--- src/design/dop_pkg.sv ---
/*
  constants, field layouts and carrier structs for the decoder output port control block.
  assumes byte addressing on a 32-bit bus, each register one word at four times its index.
*/
package dop_pkg;
  // register indices; byte address is index * 4
  localparam logic [7:0] IDX_PORT_CTRL  = 8'h13;
  localparam logic [7:0] IDX_ANA_CTRL   = 8'h14;
  localparam logic [7:0] IDX_GATE_CTRL  = 8'h15;
  localparam logic [7:0] IDX_HSYNC_CTRL = 8'h16;
  localparam logic [7:0] IDX_STATUS     = 8'h17;
  localparam logic [7:0] RST_PORT_CTRL  = 8'h00;
  localparam logic [7:0] RST_ANA_CTRL   = 8'h00;
  // port_output_control fields
  localparam int unsigned PC_RT_EN   = 7;
  localparam int unsigned PC_HSEL    = 6;
  localparam int unsigned PC_VSEL    = 4;
  localparam int unsigned PC_LOCK    = 3;
  localparam int unsigned PC_FMT     = 0;
  // analog_converter_compat_control fields
  localparam int unsigned AC_COMPAT  = 7;
  localparam int unsigned AC_UPDATE  = 6;
  localparam int unsigned AC_TEST    = 4;
  localparam int unsigned AC_XTAL    = 3;
  localparam int unsigned AC_LEGACY  = 2;
  localparam int unsigned AC_PHASE   = 0;
  // gate and hsync register fields
  localparam int unsigned GT_START   = 0;
  localparam int unsigned GT_STOP    = 16;
  localparam int unsigned GT_ALT     = 31;
  localparam int unsigned HS_BEGIN   = 0;
  localparam int unsigned HS_STOP    = 8;
  localparam int unsigned HS_DELAY   = 16;
  // pixel-clock steps of the sync pulse
  localparam int unsigned HS_WIDTH_STEP = 8;
  localparam int unsigned HS_DELAY_STEP = 2;
  localparam int unsigned FIFO_WIDTH    = 8;
  localparam int unsigned FIFO_DEPTH    = 16;

  typedef enum logic [2:0] {
    FMT_656 = 3'h0, FMT_GATED = 3'h1, FMT_NOCODE = 3'h2, FMT_RES3 = 3'h3,
    FMT_HIGH = 3'h4, FMT_LOW = 3'h5, FMT_RES6 = 3'h6, FMT_SPLIT = 3'h7
  } dop_fmt_e;

  typedef struct packed {
    logic       line_start;
    logic       field_start;
    logic       horiz_active_reference;
    logic       vertical_sync_signal;
    logic       field_id;
    logic       horiz_lock_status;
    logic       fast_lock;
    logic       crystal_in;
    logic       realtime_ctrl_in;
    logic [8:0] line_num;
    logic [7:0] pix;
    logic       pix_code;
    logic       pix_xy;
    logic       both_adc;
    logic       sel_adc2;
    logic       clock_reference;
    logic [8:0] converter_one;
    logic [8:0] converter_two;
  } dop_vid_in_s;

  typedef struct packed {
    logic       port_horiz_ref_pin;
    logic       port_vert_ref_pin;
    logic       lock_ind;
    logic       agc_update;
    logic       realtime_ctrl_output;
    logic       realtime_ctrl_out_enable;
    logic       buffered_crystal_out;
    logic       crystal_out_enable;
    logic [1:0] analog_test_select;
    logic       legacy_status_byte;
    logic [1:0] sample_clock_phase;
    logic       reencoder_compat_bit;
  } dop_pin_out_s;
endpackage

--- src/design/dop_ctrl.sv ---
/*
  decoder output port control: register bank over AHB-Lite, reference signal selection,
  output byte formatting and a FIFO in front of the 8-bit port.
  assumes hclk is the line-locked pixel clock and the video inputs are synchronous to it.
*/
`timescale 1ns/1ps

module dop_fifo #(
  parameter int unsigned WIDTH = 8,
  parameter int unsigned DEPTH = 16
) (
  input  wire logic                       hclk,
  input  wire logic                       hresetn,
  input  wire logic                       in_valid,
  output logic                            in_ready,
  input  wire logic [WIDTH-1:0]           in_data,
  output logic                            out_valid,
  input  wire logic                       out_ready,
  output logic [WIDTH-1:0]                out_data,
  output logic [$clog2(DEPTH):0]          count
);
  localparam int unsigned AW = $clog2(DEPTH);
  typedef struct packed {
    logic [DEPTH-1:0][WIDTH-1:0] mem;
    logic [AW:0]                 wp;
    logic [AW:0]                 rp;
  } dop_fifo_st_s;
  dop_fifo_st_s s, n;

  // depth must be a power of two so the pointer wrap bit stays honest
  assign count     = s.wp - s.rp;
  assign in_ready  = count != (AW+1)'(DEPTH);
  assign out_valid = count != '0;
  assign out_data  = s.mem[s.rp[AW-1:0]];

  always_comb begin
    n = s;
    if (in_valid && in_ready) begin
      n.mem[s.wp[AW-1:0]] = in_data;
      n.wp = s.wp + 1'b1;
    end
    if (out_valid && out_ready) begin
      n.rp = s.rp + 1'b1;
    end
  end

  always_ff @(posedge hclk or negedge hresetn) begin
    if (!hresetn) begin
      s <= '0;
    end else begin
      s <= n;
    end
  end
endmodule // dop_fifo

module dop_ctrl #(
  parameter int unsigned FIFO_W = dop_pkg::FIFO_WIDTH,
  parameter int unsigned FIFO_D = dop_pkg::FIFO_DEPTH
) (
  input  wire logic                hclk,
  input  wire logic                hresetn,
  input  wire logic                hsel,
  input  wire logic [31:0]         haddr,
  input  wire logic [1:0]          htrans,
  input  wire logic                hwrite,
  input  wire logic [2:0]          hsize,
  input  wire logic [31:0]         hwdata,
  input  wire logic                hready,
  output logic [31:0]              hrdata,
  output logic                     hreadyout,
  output logic                     hresp,
  input  wire dop_pkg::dop_vid_in_s vin,
  input  wire logic                vin_valid,
  output logic                     vin_ready,
  output logic [FIFO_W-1:0]        port_data_bus,
  output logic                     port_data_valid,
  input  wire logic                port_data_ready,
  output dop_pkg::dop_pin_out_s    pins
);
  import dop_pkg::*;

  typedef struct packed {
    logic [7:0]   port_ctrl;
    logic [7:0]   ana_ctrl;
    logic [8:0]   gate_start;
    logic [8:0]   gate_stop;
    logic         gate_alt;
    logic [7:0]   hs_begin;
    logic [7:0]   hs_stop;
    logic [1:0]   hs_delay;
    logic         wr_pend;
    logic [7:0]   wr_idx;
    logic [31:0]  rdata;
    logic [10:0]  pix_cnt;
    logic         gate;
    dop_pin_out_s pins;
  } dop_state_s;

  dop_state_s           s, n;
  logic                 acc;
  logic                 keep;
  logic [7:0]           obyte;
  logic [8:0]           conv;
  logic [10:0]          hs_lo, hs_hi, line_eff;
  logic                 fifo_in_ready;
  logic                 push;
  logic [$clog2(FIFO_D):0] fifo_cnt;
  dop_fmt_e             fmt;

  function automatic logic dop_in_win(input logic [10:0] v, input logic [10:0] lo, input logic [10:0] hi);
    return (v >= lo) && (v < hi);
  endfunction

  // timing reference word: 1 F V H P3..P0 with protection bits recomputed
  function automatic logic [7:0] dop_xy_word(input logic f, input logic v, input logic h);
    return {1'b1, f, v, h, v ^ h, f ^ h, f ^ v, f ^ v ^ h};
  endfunction

  function automatic logic [8:0] dop_pick_adc(input dop_vid_in_s d, input logic both);
    if (both) begin
      return d.clock_reference ? d.converter_two : d.converter_one;
    end
    return d.sel_adc2 ? d.converter_two : d.converter_one;
  endfunction

  assign hreadyout = 1'b1;
  assign hresp     = 1'b0;
  assign hrdata    = s.rdata;
  assign pins      = s.pins;
  assign vin_ready = fifo_in_ready;
  assign fmt       = dop_fmt_e'(s.port_ctrl[PC_FMT +: 3]);

  always_comb begin
    n = s;
    acc = hsel && hready && htrans[1];
    // data phase of a write commits this cycle
    if (s.wr_pend) begin
      case (s.wr_idx)
        IDX_PORT_CTRL: n.port_ctrl = hwdata[7:0];
        IDX_ANA_CTRL:  n.ana_ctrl = hwdata[7:0];
        IDX_GATE_CTRL: begin
          n.gate_start = hwdata[GT_START +: 9];
          n.gate_stop  = hwdata[GT_STOP +: 9];
          n.gate_alt   = hwdata[GT_ALT];
        end
        IDX_HSYNC_CTRL: begin
          n.hs_begin = hwdata[HS_BEGIN +: 8];
          n.hs_stop  = hwdata[HS_STOP +: 8];
          n.hs_delay = hwdata[HS_DELAY +: 2];
        end
        default: ;
      endcase
    end
    n.wr_pend = acc && hwrite;
    if (acc) begin
      n.wr_idx = haddr[9:2];
    end
    // read data taken from the updated copy so a read right after a write sees it
    if (acc && !hwrite) begin
      case (haddr[9:2])
        IDX_PORT_CTRL:  n.rdata = {24'h000000, n.port_ctrl};
        IDX_ANA_CTRL:   n.rdata = {24'h000000, n.ana_ctrl};
        IDX_GATE_CTRL:  n.rdata = {n.gate_alt, 6'h00, n.gate_stop, 7'h00, n.gate_start};
        IDX_HSYNC_CTRL: n.rdata = {14'h0000, n.hs_delay, n.hs_stop, n.hs_begin};
        IDX_STATUS:     n.rdata = {16'h0000, 8'(fifo_cnt), 4'h0, vin.horiz_lock_status, vin.field_id, s.gate,
                                   s.pins.lock_ind};
        default:        n.rdata = 32'h00000000;
      endcase
    end

    // horizontal sync window in pixel clocks
    n.pix_cnt = vin.line_start ? 11'h000 : s.pix_cnt + 11'h001;
    hs_lo = 11'(s.hs_begin * HS_WIDTH_STEP) + 11'(s.hs_delay * HS_DELAY_STEP);
    hs_hi = 11'(s.hs_stop * HS_WIDTH_STEP) + 11'(s.hs_delay * HS_DELAY_STEP);
    n.pins.port_horiz_ref_pin = s.port_ctrl[PC_HSEL] ? dop_in_win(s.pix_cnt, hs_lo, hs_hi)
                                                     : vin.horiz_active_reference;

    // gate one line earlier in the second field when the alternative position is set
    line_eff = (s.gate_alt && vin.field_id) ? 11'(vin.line_num) + 11'h001 : 11'(vin.line_num);
    n.gate = dop_in_win(line_eff, 11'(s.gate_start), 11'(s.gate_stop));

    unique case (s.port_ctrl[PC_VSEL +: 2])
      2'h0: n.pins.port_vert_ref_pin = vin.vertical_sync_signal;
      2'h1: n.pins.port_vert_ref_pin = vin.field_id;
      2'h2: n.pins.port_vert_ref_pin = !vin.vertical_sync_signal;
      2'h3: n.pins.port_vert_ref_pin = !vin.field_id;
    endcase
    n.pins.lock_ind = s.port_ctrl[PC_LOCK] ? vin.fast_lock : !vin.horiz_lock_status;
    n.pins.realtime_ctrl_output     = vin.realtime_ctrl_in;
    n.pins.realtime_ctrl_out_enable = s.port_ctrl[PC_RT_EN];
    n.pins.agc_update = s.ana_ctrl[AC_UPDATE] ? vin.field_start : vin.line_start;
    n.pins.analog_test_select = s.ana_ctrl[AC_TEST +: 2];
    n.pins.buffered_crystal_out = vin.crystal_in;
    n.pins.crystal_out_enable = s.ana_ctrl[AC_XTAL];
    n.pins.legacy_status_byte = s.ana_ctrl[AC_LEGACY];
    n.pins.sample_clock_phase = s.ana_ctrl[AC_PHASE +: 2];
    n.pins.reencoder_compat_bit = s.ana_ctrl[AC_COMPAT];

    // output byte formatting
    keep  = 1'b1;
    obyte = vin.pix;
    conv  = dop_pick_adc(vin, vin.both_adc);
    unique case (fmt)
      FMT_656: obyte = vin.pix;
      FMT_GATED: begin
        // field blanking follows the gate through the V bit of the timing word
        if (vin.pix_xy) begin
          obyte = dop_xy_word(vin.pix[6], !s.gate, vin.pix[4]);
        end
      end
      FMT_NOCODE: keep = !vin.pix_code;
      FMT_HIGH: obyte = conv[8:1];
      FMT_LOW: obyte = conv[7:0];
      FMT_SPLIT: begin
        conv  = dop_pick_adc(vin, 1'b0);
        obyte = vin.clock_reference ? conv[8:1] : conv[7:0];
      end
      default: obyte = vin.pix; // reserved codes fall back to the plain stream
    endcase
    push = vin_valid && keep && fifo_in_ready;
  end

  always_ff @(posedge hclk or negedge hresetn) begin
    if (!hresetn) begin
      s <= '0;
      s.port_ctrl <= RST_PORT_CTRL;
      s.ana_ctrl <= RST_ANA_CTRL;
    end else begin
      s <= n;
    end
  end

  dop_fifo #(
    .WIDTH (FIFO_W),
    .DEPTH (FIFO_D)
  ) u_fifo (
    .hclk      (hclk),
    .hresetn   (hresetn),
    .in_valid  (push),
    .in_ready  (fifo_in_ready),
    .in_data   (FIFO_W'(obyte)),
    .out_valid (port_data_valid),
    .out_ready (port_data_ready),
    .out_data  (port_data_bus),
    .count     (fifo_cnt)
  );

  a_hs_window: assert property (@(posedge hclk) disable iff (!hresetn)
    s.port_ctrl[PC_HSEL] && $stable(s.port_ctrl) |=> pins.port_horiz_ref_pin ==
      (($past(s.pix_cnt) >= $past(hs_lo)) && ($past(s.pix_cnt) < $past(hs_hi))))
    else $error("sync pulse outside its programmed window");
  a_hs_delay_step: assert property (@(posedge hclk) disable iff (!hresetn)
    hs_lo == 11'(s.hs_begin * 8) + 11'(s.hs_delay * 2))
    else $error("sync pulse start not on the programmed step");
  a_vert_select: assert property (@(posedge hclk) disable iff (!hresetn)
    s.port_ctrl[PC_VSEL +: 2] == 2'h2 |=> pins.port_vert_ref_pin == !$past(vin.vertical_sync_signal))
    else $error("inverted vertical sync not on vertical pin");
  a_lock_default: assert property (@(posedge hclk) disable iff (!hresetn)
    !s.port_ctrl[PC_LOCK] |=> pins.lock_ind != $past(vin.horiz_lock_status))
    else $error("lock indicator not inverted lock status");
  a_nocode_drop: assert property (@(posedge hclk) disable iff (!hresetn)
    fmt == FMT_NOCODE && vin.pix_code |-> !push)
    else $error("timing code byte pushed in code-free format");
  a_bypass_high: assert property (@(posedge hclk) disable iff (!hresetn)
    fmt == FMT_HIGH && vin.both_adc && vin.clock_reference |-> obyte == vin.converter_two[8:1])
    else $error("second converter high bits not selected");
  a_split_low: assert property (@(posedge hclk) disable iff (!hresetn)
    fmt == FMT_SPLIT && !vin.clock_reference && !vin.sel_adc2 |-> obyte == vin.converter_one[7:0])
    else $error("low bits not output at reference low");
  a_agc_line: assert property (@(posedge hclk) disable iff (!hresetn)
    !s.ana_ctrl[AC_UPDATE] && vin.line_start |=> pins.agc_update)
    else $error("gain update missed at line start");
  a_xtal_write: assert property (@(posedge hclk) disable iff (!hresetn)
    s.wr_pend && s.wr_idx == IDX_ANA_CTRL |-> ##2 pins.crystal_out_enable == $past(hwdata[3], 2))
    else $error("crystal output enable does not follow write");
  a_gate_alt: assert property (@(posedge hclk) disable iff (!hresetn)
    s.gate_alt && vin.field_id && (11'(vin.line_num) + 11'h001 == 11'(s.gate_start)) &&
      (s.gate_stop > s.gate_start) |=> s.gate)
    else $error("gate not one line earlier in second field");
endmodule // dop_ctrl

--- config.mk ---
export PLATFORM = sky130hd
export DESIGN_NAME = dop_ctrl
export DESIGN_NICKNAME = d
export VERILOG_FILES = /design/src/design/dop_pkg.sv /design/src/design/dop_ctrl.sv
export SDC_FILE = /design/constraint.sdc
export NUM_CORES = 1
export LEC_CHECK = 0
export BUFFER_PORTS_ARGS = -buffer_cell sky130_fd_sc_hd__buf_2
export CAP_MARGIN = 0
export CORE_MARGIN = 2
export CORE_UTILIZATION = 30
export CTS_CLUSTER_DIAMETER = 40
export DETAILED_ROUTE_END_ITERATION = 10
export PLACE_DENSITY = 0.56
export SLEW_MARGIN = 20
export SYNTH_ARGS = -nofsm -noshare
export SYNTH_HDL_FRONTEND = slang
export SYNTH_HIERARCHICAL = 1
export SYNTH_SLANG_ARGS = --single-unit
--- constraint.sdc ---
create_clock -name hclk -period 4.3 [get_ports hclk]
set_clock_uncertainty 0.2 [all_clocks]
set_input_delay 0.215 -clock hclk [delete_from_list [all_inputs] [get_ports hclk]]
set_output_delay 0.215 -clock hclk [all_outputs]
set_load 0.03 [all_outputs]
==> results of run 1 <==
==> layout make-up <==
type	count	area, sq um	area share
multi-input combinational	641	6376	0.3858
sequential	252	6307	0.3816
timing repair buffer	204	1331	0.08055
clock buffer	51	1187	0.07185
tap	592	740.7	0.04482
clock inverter	29	362.8	0.02195
inverter	59	221.5	0.01340
==> how the worst max path moves through the flow <==
| stage | startpoint | to | slack (ns) | cells past startpoint |
|---|---|---|---|---|
| after floorplan | u_fifo/s[5] | u_fifo/s[89] | 0.15 | 17 |
| after global placement | u_fifo/s[5] | u_fifo/s[135] | 0.55 | 14 |
| after detailed placement | u_fifo/s[5] | u_fifo/s[133] | 0.46 | 14 |
| after CTS | u_fifo/s[5] | u_fifo/s[131] | 0.43 | 14 |
| after global routing | u_fifo/s[5] | u_fifo/s[130] | 0.19 | 14 |
| final | u_fifo/s[5] | u_fifo/s[131] | 0.47 | 14 |
==> registers in the layout, summed over array words and instances (netlist names) <==
| register | flops |
|---|---|
| u_fifo/s | 138 |
| s | 63 |
| hrdata | 26 |
| pins | 14 |
| n | 8 |
| fmt | 3 |
==> worst max-delay path, delay by kind of cell, from the launching register on <==
family / cells / cell delay (ns)
AO/OA/AOI/OAI: 3 / 0.83
multiplexers: 1 / 0.39
AND/OR/NAND/NOR: 4 / 0.51
buffers and inverters: 3 / 0.44
adder cells (fa/ha/maj): 2 / 0.63
flip-flops: 1 / 0.39
XOR/XNOR: 1 / 0.31
==> cells by family (layout without fill, tap and decap cells) <==
group | after synthesis | in the layout | share of synthesized area
multiplexers | 252 | 252 | 0.2548
AO/OA/AOI/OAI | 136 | 136 | 0.08244
AND/OR/NAND/NOR | 164 | 164 | 0.06675
flip-flops | 252 | 252 | 0.4679
buffers and inverters | 153 | 343 | 0.06071
XOR/XNOR | 34 | 34 | 0.02265
other | 2 | 8 | 0.0005572
adder cells (fa/ha/maj) | 47 | 47 | 0.04419
==> repair_timing <==
action                                 4_1_cts  5_1_grt
setup buffers                                0        0
hold buffers                                51        0
endpoints found under the hold margin      199        0
==> cells in the final DEF (no fill, tap or decap), types with 4 or more instances in the layout <==
cell	count
a211o_1	6
nor2b_1	8
clkbuf_8	6
buf_4	12
a22o_2	4
nor3b_1	4
mux2_4	16
a32o_1	5
nor2_1	37
a21oi_1	22
buf_2	139
a21oi_4	12
mux4_2	48
clkbuf_16	44
mux2_1	7
dfrtp_1	251
clkinv_2	5
mux2_2	168
nand2b_1	9
o21ai_1	5
dlygate4sd3_1	51
clkinvlp_4	4
ha_1	46
inv_1	56
mux2i_1	12
inv_6	7
nand2_1	47
a22o_1	15
a222oi_1	4
a221o_1	6
and3_1	7
o21ai_0	21
conb_1	8
nand3_1	19
a21o_1	6
nand4_1	9
bufinv_16	4
xnor2_1	18
xor2_1	15
==> layer usage <==
metal | track usage | vias up
li1 | - | 4075
met1 | 0.2025 | 4477
met2 | 0.2376 | 168
met3 | 0.02819 | 45
met4 | 0.04338 | 2
met5 | 0 | -
==> report_power, final <==
part	total [uW]	switching (uW)	leakage, uW	internal [uW]
combinational	3630	1930	0.00367	1710
clock	3600	1330	0.000754	2270
sequential	3420	378	0.00314	3040
total	10700	3640	0.00756	7020
==> stage by stage <==
stage               setup slack, ns  area (sq um)
floorplan                    0.1527         13500
global placement             0.5498         14470
detailed placement           0.4632         14470
CTS                          0.4329         16530
global route                 0.1852         16530
finish                       0.4687         16530
==> flow_summary.yaml, run 1 <==
status:
  status: "complete, no violations"
yosys:
  synth-main-ff-cell: "dfrtp_1"
  synth_most_common_cell: "dfrtp_1"
  async_reset_ff_frac: 1.000
  ys_top_cells_by_area: "dfrtp_1, mux2_2, mux4_2"
  synth_top_cell_area_share: 0.4679
  syn-cell-area_sq_mm: 0.01348
  ys_ff_latch: 252
  yosys_warnings: 6
  synth.avg_cell_area_sq_um: 12.96
  seq_area_frac_synth: 0.4679
  ys_types: 72
  ys_top_cells_by_count: "dfrtp_1, mux2_2, inv_1, buf_4, mux4_2"
  syn_inst: 1040
  synth_top_area_cell: "dfrtp_1"
  synth-edff-count: 0
setup_path:
  r2r_end: "u_fifo/s[131]"
  worstPathRequired_ns: 4.54
  worstSetupStartpointType: "flip-flop"
  path_max_fanout: 18
  path_cells: "inv_1 -> ha_1 -> fa_1 -> nand2b_1 -> a21oi_1 -> xor2_2 -> inv_2 -> nand2_1 -> nand2_1 -> a41oi_1 -> buf_4 -> nand4_1 -> a21oi_4 -> mux2_2"
  cp.arrival_ns: 4.07
  cp_slowest_cell: "fa_1"
  timing_worst_setup_path_type: "reg2reg"
  critPathMaxStageDelay_ns: 0.41
  end_kind: "flip-flop"
  crit_top_cell: "nand2_1"
  rr_startpoint: "u_fifo/s[5]"
  reg2reg_depth: 14
  reg2reg_setup_slack_ns: 0.47
sta:
  hold_viol_final: 0
  layout_min_cycle_time_ns: 3.831
  final_max_slew_viol_count: 0
  relSlewSlack: 0.3599
  fin_crit_sh: 0.8910
  worst_pin_slew_ns: 0.9530
  max_freq_ghz: 0.2610
  setup_viol: 0
  hold_slack_ns: 0.07307
  rsz0062_at_grt: "false"
  fin_setup_tns_ns: 0
global_route:
  grt-ovfl-total: 0
  track_usage: 0.1477
  grt_max_degree: 94
  antenna_found_initial: 1
  grt_first_pass_wirelength_um: 53650
  grt_pass1_vias: 9313
cts:
  h-tree-depth: 2
  cts_tree: "done"
  cts_resized: 0
  cts_root_buf: "clkbuf_16"
  clk_pin_slew_ns: 0.05
  clock_latency_ns: 0.57
  clock_path_buffers: 3
  numClockSinks: 252
  cts_made_buffers: 44
placed_design:
  dp.cells: 1697
  dp_hpwl_um: 23370
  io_buffers: 140
  gp_congestion: 0.8109
routing:
  wl_met3_um: 1359
  route.met2.wl_um: 15990
  totalWireLength_um: 33820
  drc: 0
  vias: 8767
  dr.pass1.iters: 6
  routedWlPerCell_um: 18.50
  drtAntennaViolNets: 0
  wl_met1_um: 15820
  routed.top_layer: "met5"
  vias_per_cell: 4.796
  drt_iter0_markers: 548
die:
  core_sq_mm: 0.04432
  die_x_um: 216.0
  die_area_sq_mm: 0.04664
  die_h_um: 216.0
  start_util: 0.3041
  rows: 77
  io_pins: 183
final_layout:
  drive_gt1_frac: 0.4029
  final_cells: 1828
  n_antenna_cell: 0
  fin_util: 0.3729
  fill_cells: 4320
  syn_to_final_growth_pct: 22.62
  fin_nets: 1374
hold_path:
  holdCritPathClass: "in2async"
power_and_ir_drop:
  power.density_mw_per_mm2: 644.9
  p_leak_uw: 0.007563
  peakVddDrop_mv: 0.4316
  total_power_uw: 10660
flow_run:
  timing.max_cap.violations: 0
Note: power is estimated with default switching activity, not from simulation.
==> run 2, diff against run 1 <==
==> constraint.sdc (replaced) <==
create_clock -name hclk -period 4.53 [get_ports hclk]
set_clock_uncertainty 0.2 [all_clocks]
set_input_delay 0.453 -clock hclk [delete_from_list [all_inputs] [get_ports hclk]]
set_output_delay 0.453 -clock hclk [all_outputs]
set_load 0.03 [all_outputs]
==> run 2 against run 1 <==
Effect of this change:
- worst setup slack improved by 0.13 ns
- critical path type is now reg2out
- critical path depth down 5
- global-route usage down 0.18 points
- count of clock-buffer cells in the layout is 5 higher
- combinational power shrank 5.5%
- sequential cell count is the same
- clock power decreased by 9.2%
- largest cell class unchanged
- total power fell by 6.6%
- non-clock buffer count shrank 12
==> flow_summary.yaml, run 2 (synthesis results as in run 1) <==
power_and_ir_drop:
  total_power_uw: 9951
  p_leak_uw: 0.007478
  peakVddDrop_mv: 0.5131
  power.density_mw_per_mm2: 608.9
final_layout:
  drive_gt1_frac: 0.4057
  final_common_cell: "dfrtp_1"
  largest_register: "u_fifo/s"
  design_area_sq_mm: 0.01634
  fill_cells: 4321
  syn_to_final_growth_pct: 21.25
  fin_nets: 1363
  seq_area_sq_mm: 0.006307
  n_antenna_cell: 0
  multi_input_area_sq_mm: 0.006376
  layout_common_cells: "dfrtp_1, mux2_2, buf_2, inv_1, mux4_2"
  final_cells: 1817
  largest_register_ff_count: 138
cts:
  clock_latency_ns: 0.55
  cts_made_buffers: 45
  numClockSinks: 252
  clock_path_buffers: 3
  h-tree-depth: 2
  cts_root_buf: "clkbuf_16"
  cts_tree: "done"
  clk_pin_slew_ns: 0.06
placed_design:
  dp_hpwl_um: 23490
  io_buffers: 140
  dp.cells: 1698
  dpl-instance-area_sq_mm: 0.01447
  gp_congestion: 0.8216
flow_run:
  timing.max_cap.violations: 0
sta:
  fin_crit_sh: 0.8679
  rsz0062_at_grt: "false"
  relSlewSlack: 0.3605
  setup_viol: 0
  max_freq_ghz: 0.2543
  fin_setup_tns_ns: 0
  hold_slack_ns: 0.01763
  worst_pin_slew_ns: 0.9593
  hold_viol_final: 0
  layout_min_cycle_time_ns: 3.932
  final_max_slew_viol_count: 0
die:
  rows: 77
  die_area_sq_mm: 0.04664
  io_pins: 183
  core_sq_mm: 0.04432
  die_x_um: 216.0
  die_h_um: 216.0
  start_util: 0.3041
global_route:
  grt_max_degree: 119
  grt_first_pass_wirelength_um: 52920
  busiest_layer: "met2"
  global_route.usage.met2: 0.2302
  grt-ovfl-total: 0
  grt_use_met1: 0.2041
  use_met3: 0.02607
  antenna_found_initial: 1
  grt_pass1_vias: 9128
  track_usage: 0.1459
setup_path:
  worstSetupStartpointType: "flip-flop"
  reg2reg_depth: 14
  worstPathRequired_ns: 3.88
  path_max_fanout: 24
  crit_end: "port_data_valid"
  timing_worst_setup_path_type: "reg2out"
  rr_startpoint: "u_fifo/s[5]"
  r2r_end: "u_fifo/s[130]"
  critPathMaxStageDelay_ns: 0.51
  cp.arrival_ns: 3.28
  timing.critical_path.from: "u_fifo/s[5]"
  path_cells: "inv_1 -> ha_1 -> fa_1 -> inv_1 -> or3_1 -> o31ai_4 -> buf_4 -> nand2_1 -> buf_2"
  reg2reg_setup_slack_ns: 0.60
  cp_slowest_cell: "fa_1"
  end_kind: "output port"
  crit_top_cell: "inv_1"
routing:
  routedWlPerCell_um: 18.55
  drtAntennaViolNets: 0
  drt_iter0_markers: 543
  dr.pass1.iters: 5
  vias_per_cell: 4.839
  totalWireLength_um: 33700
  vias: 8792
  drc: 0
hold_path:
  holdCritPathClass: "in2reg"
status:
  status: "complete, no violations"
==> run 2: cell types whose count changed in the layout (fill, tap and decap cells not counted), sizes merged <==
cell / change
inv: -1
bufinv: -3
dlygate4sd3: -13
buf: +1
clkbuf: +5
==> run 2: layout make-up <==
type | instances | share of cell area
Inverter | 59 | 0.01355
Multi-Input combinational cell | 641 | 0.3902
Timing Repair Buffer | 192 | 0.07396
Tap cell | 592 | 0.04533
Clock inverter | 25 | 0.01462
Clock buffer | 56 | 0.07641
Sequential cell | 252 | 0.3860
==> run 2: stage by stage <==
| step | util | setup WS [ns] |
|---|---|---|
| 6_report | 0.3687 | 0.5983 |
| 5_1_grt | 0.3687 | 0.2819 |
| 4_1_cts | 0.3687 | 0.5056 |
| 3_5_place_dp | 0.3266 | 0.5979 |
| 3_3_place_gp | 0.3266 | 0.6780 |
| 2_1_floorplan | - | 0.3827 |
==> run 2: worst min path at each step <==
stage                           to  cells after the start  startpoint
after floorplan             fmt[0]                      0     hresetn
after global placement     pins[1]                      0        n[1]
after detailed placement   pins[2]                      0        n[2]
after CTS                 pins[12]                      3     vin[45]
after global routing      pins[12]                      3     vin[45]
final                     pins[12]                      3     vin[45]
==> run 2: routing by layer <==
metal  share of wire  vias up  wire length [um]
li1                -     4074                 -
met1            0.47     4501             15780
met2            0.47      172             15920
met3           0.039       45              1311
met4           0.020        0               686
met5               0        -                 0
==> run 2: timing repair <==
action	4_1_cts	5_1_grt
gates resized for setup	0	0
setup endpoints to repair	0	0
hold endpoints to repair	168	0
buffers inserted	0	0
hold buffers	38	0
==> run 2: power by group <==
part           internal [uW]  switching [uW]
combinational           1610            1820
clock                   2050            1230
sequential              2890             359
total                   6550            3400
==> run 2: critical path, delay by kind of cell, from the launching register on <==
kind	cells	cell delay, ns
AO/OA/AOI/OAI	1	0.20
adder cells (fa/ha/maj)	2	0.73
buffers and inverters	4	0.84
flip-flops	1	0.39
AND/OR/NAND/NOR	2	0.54
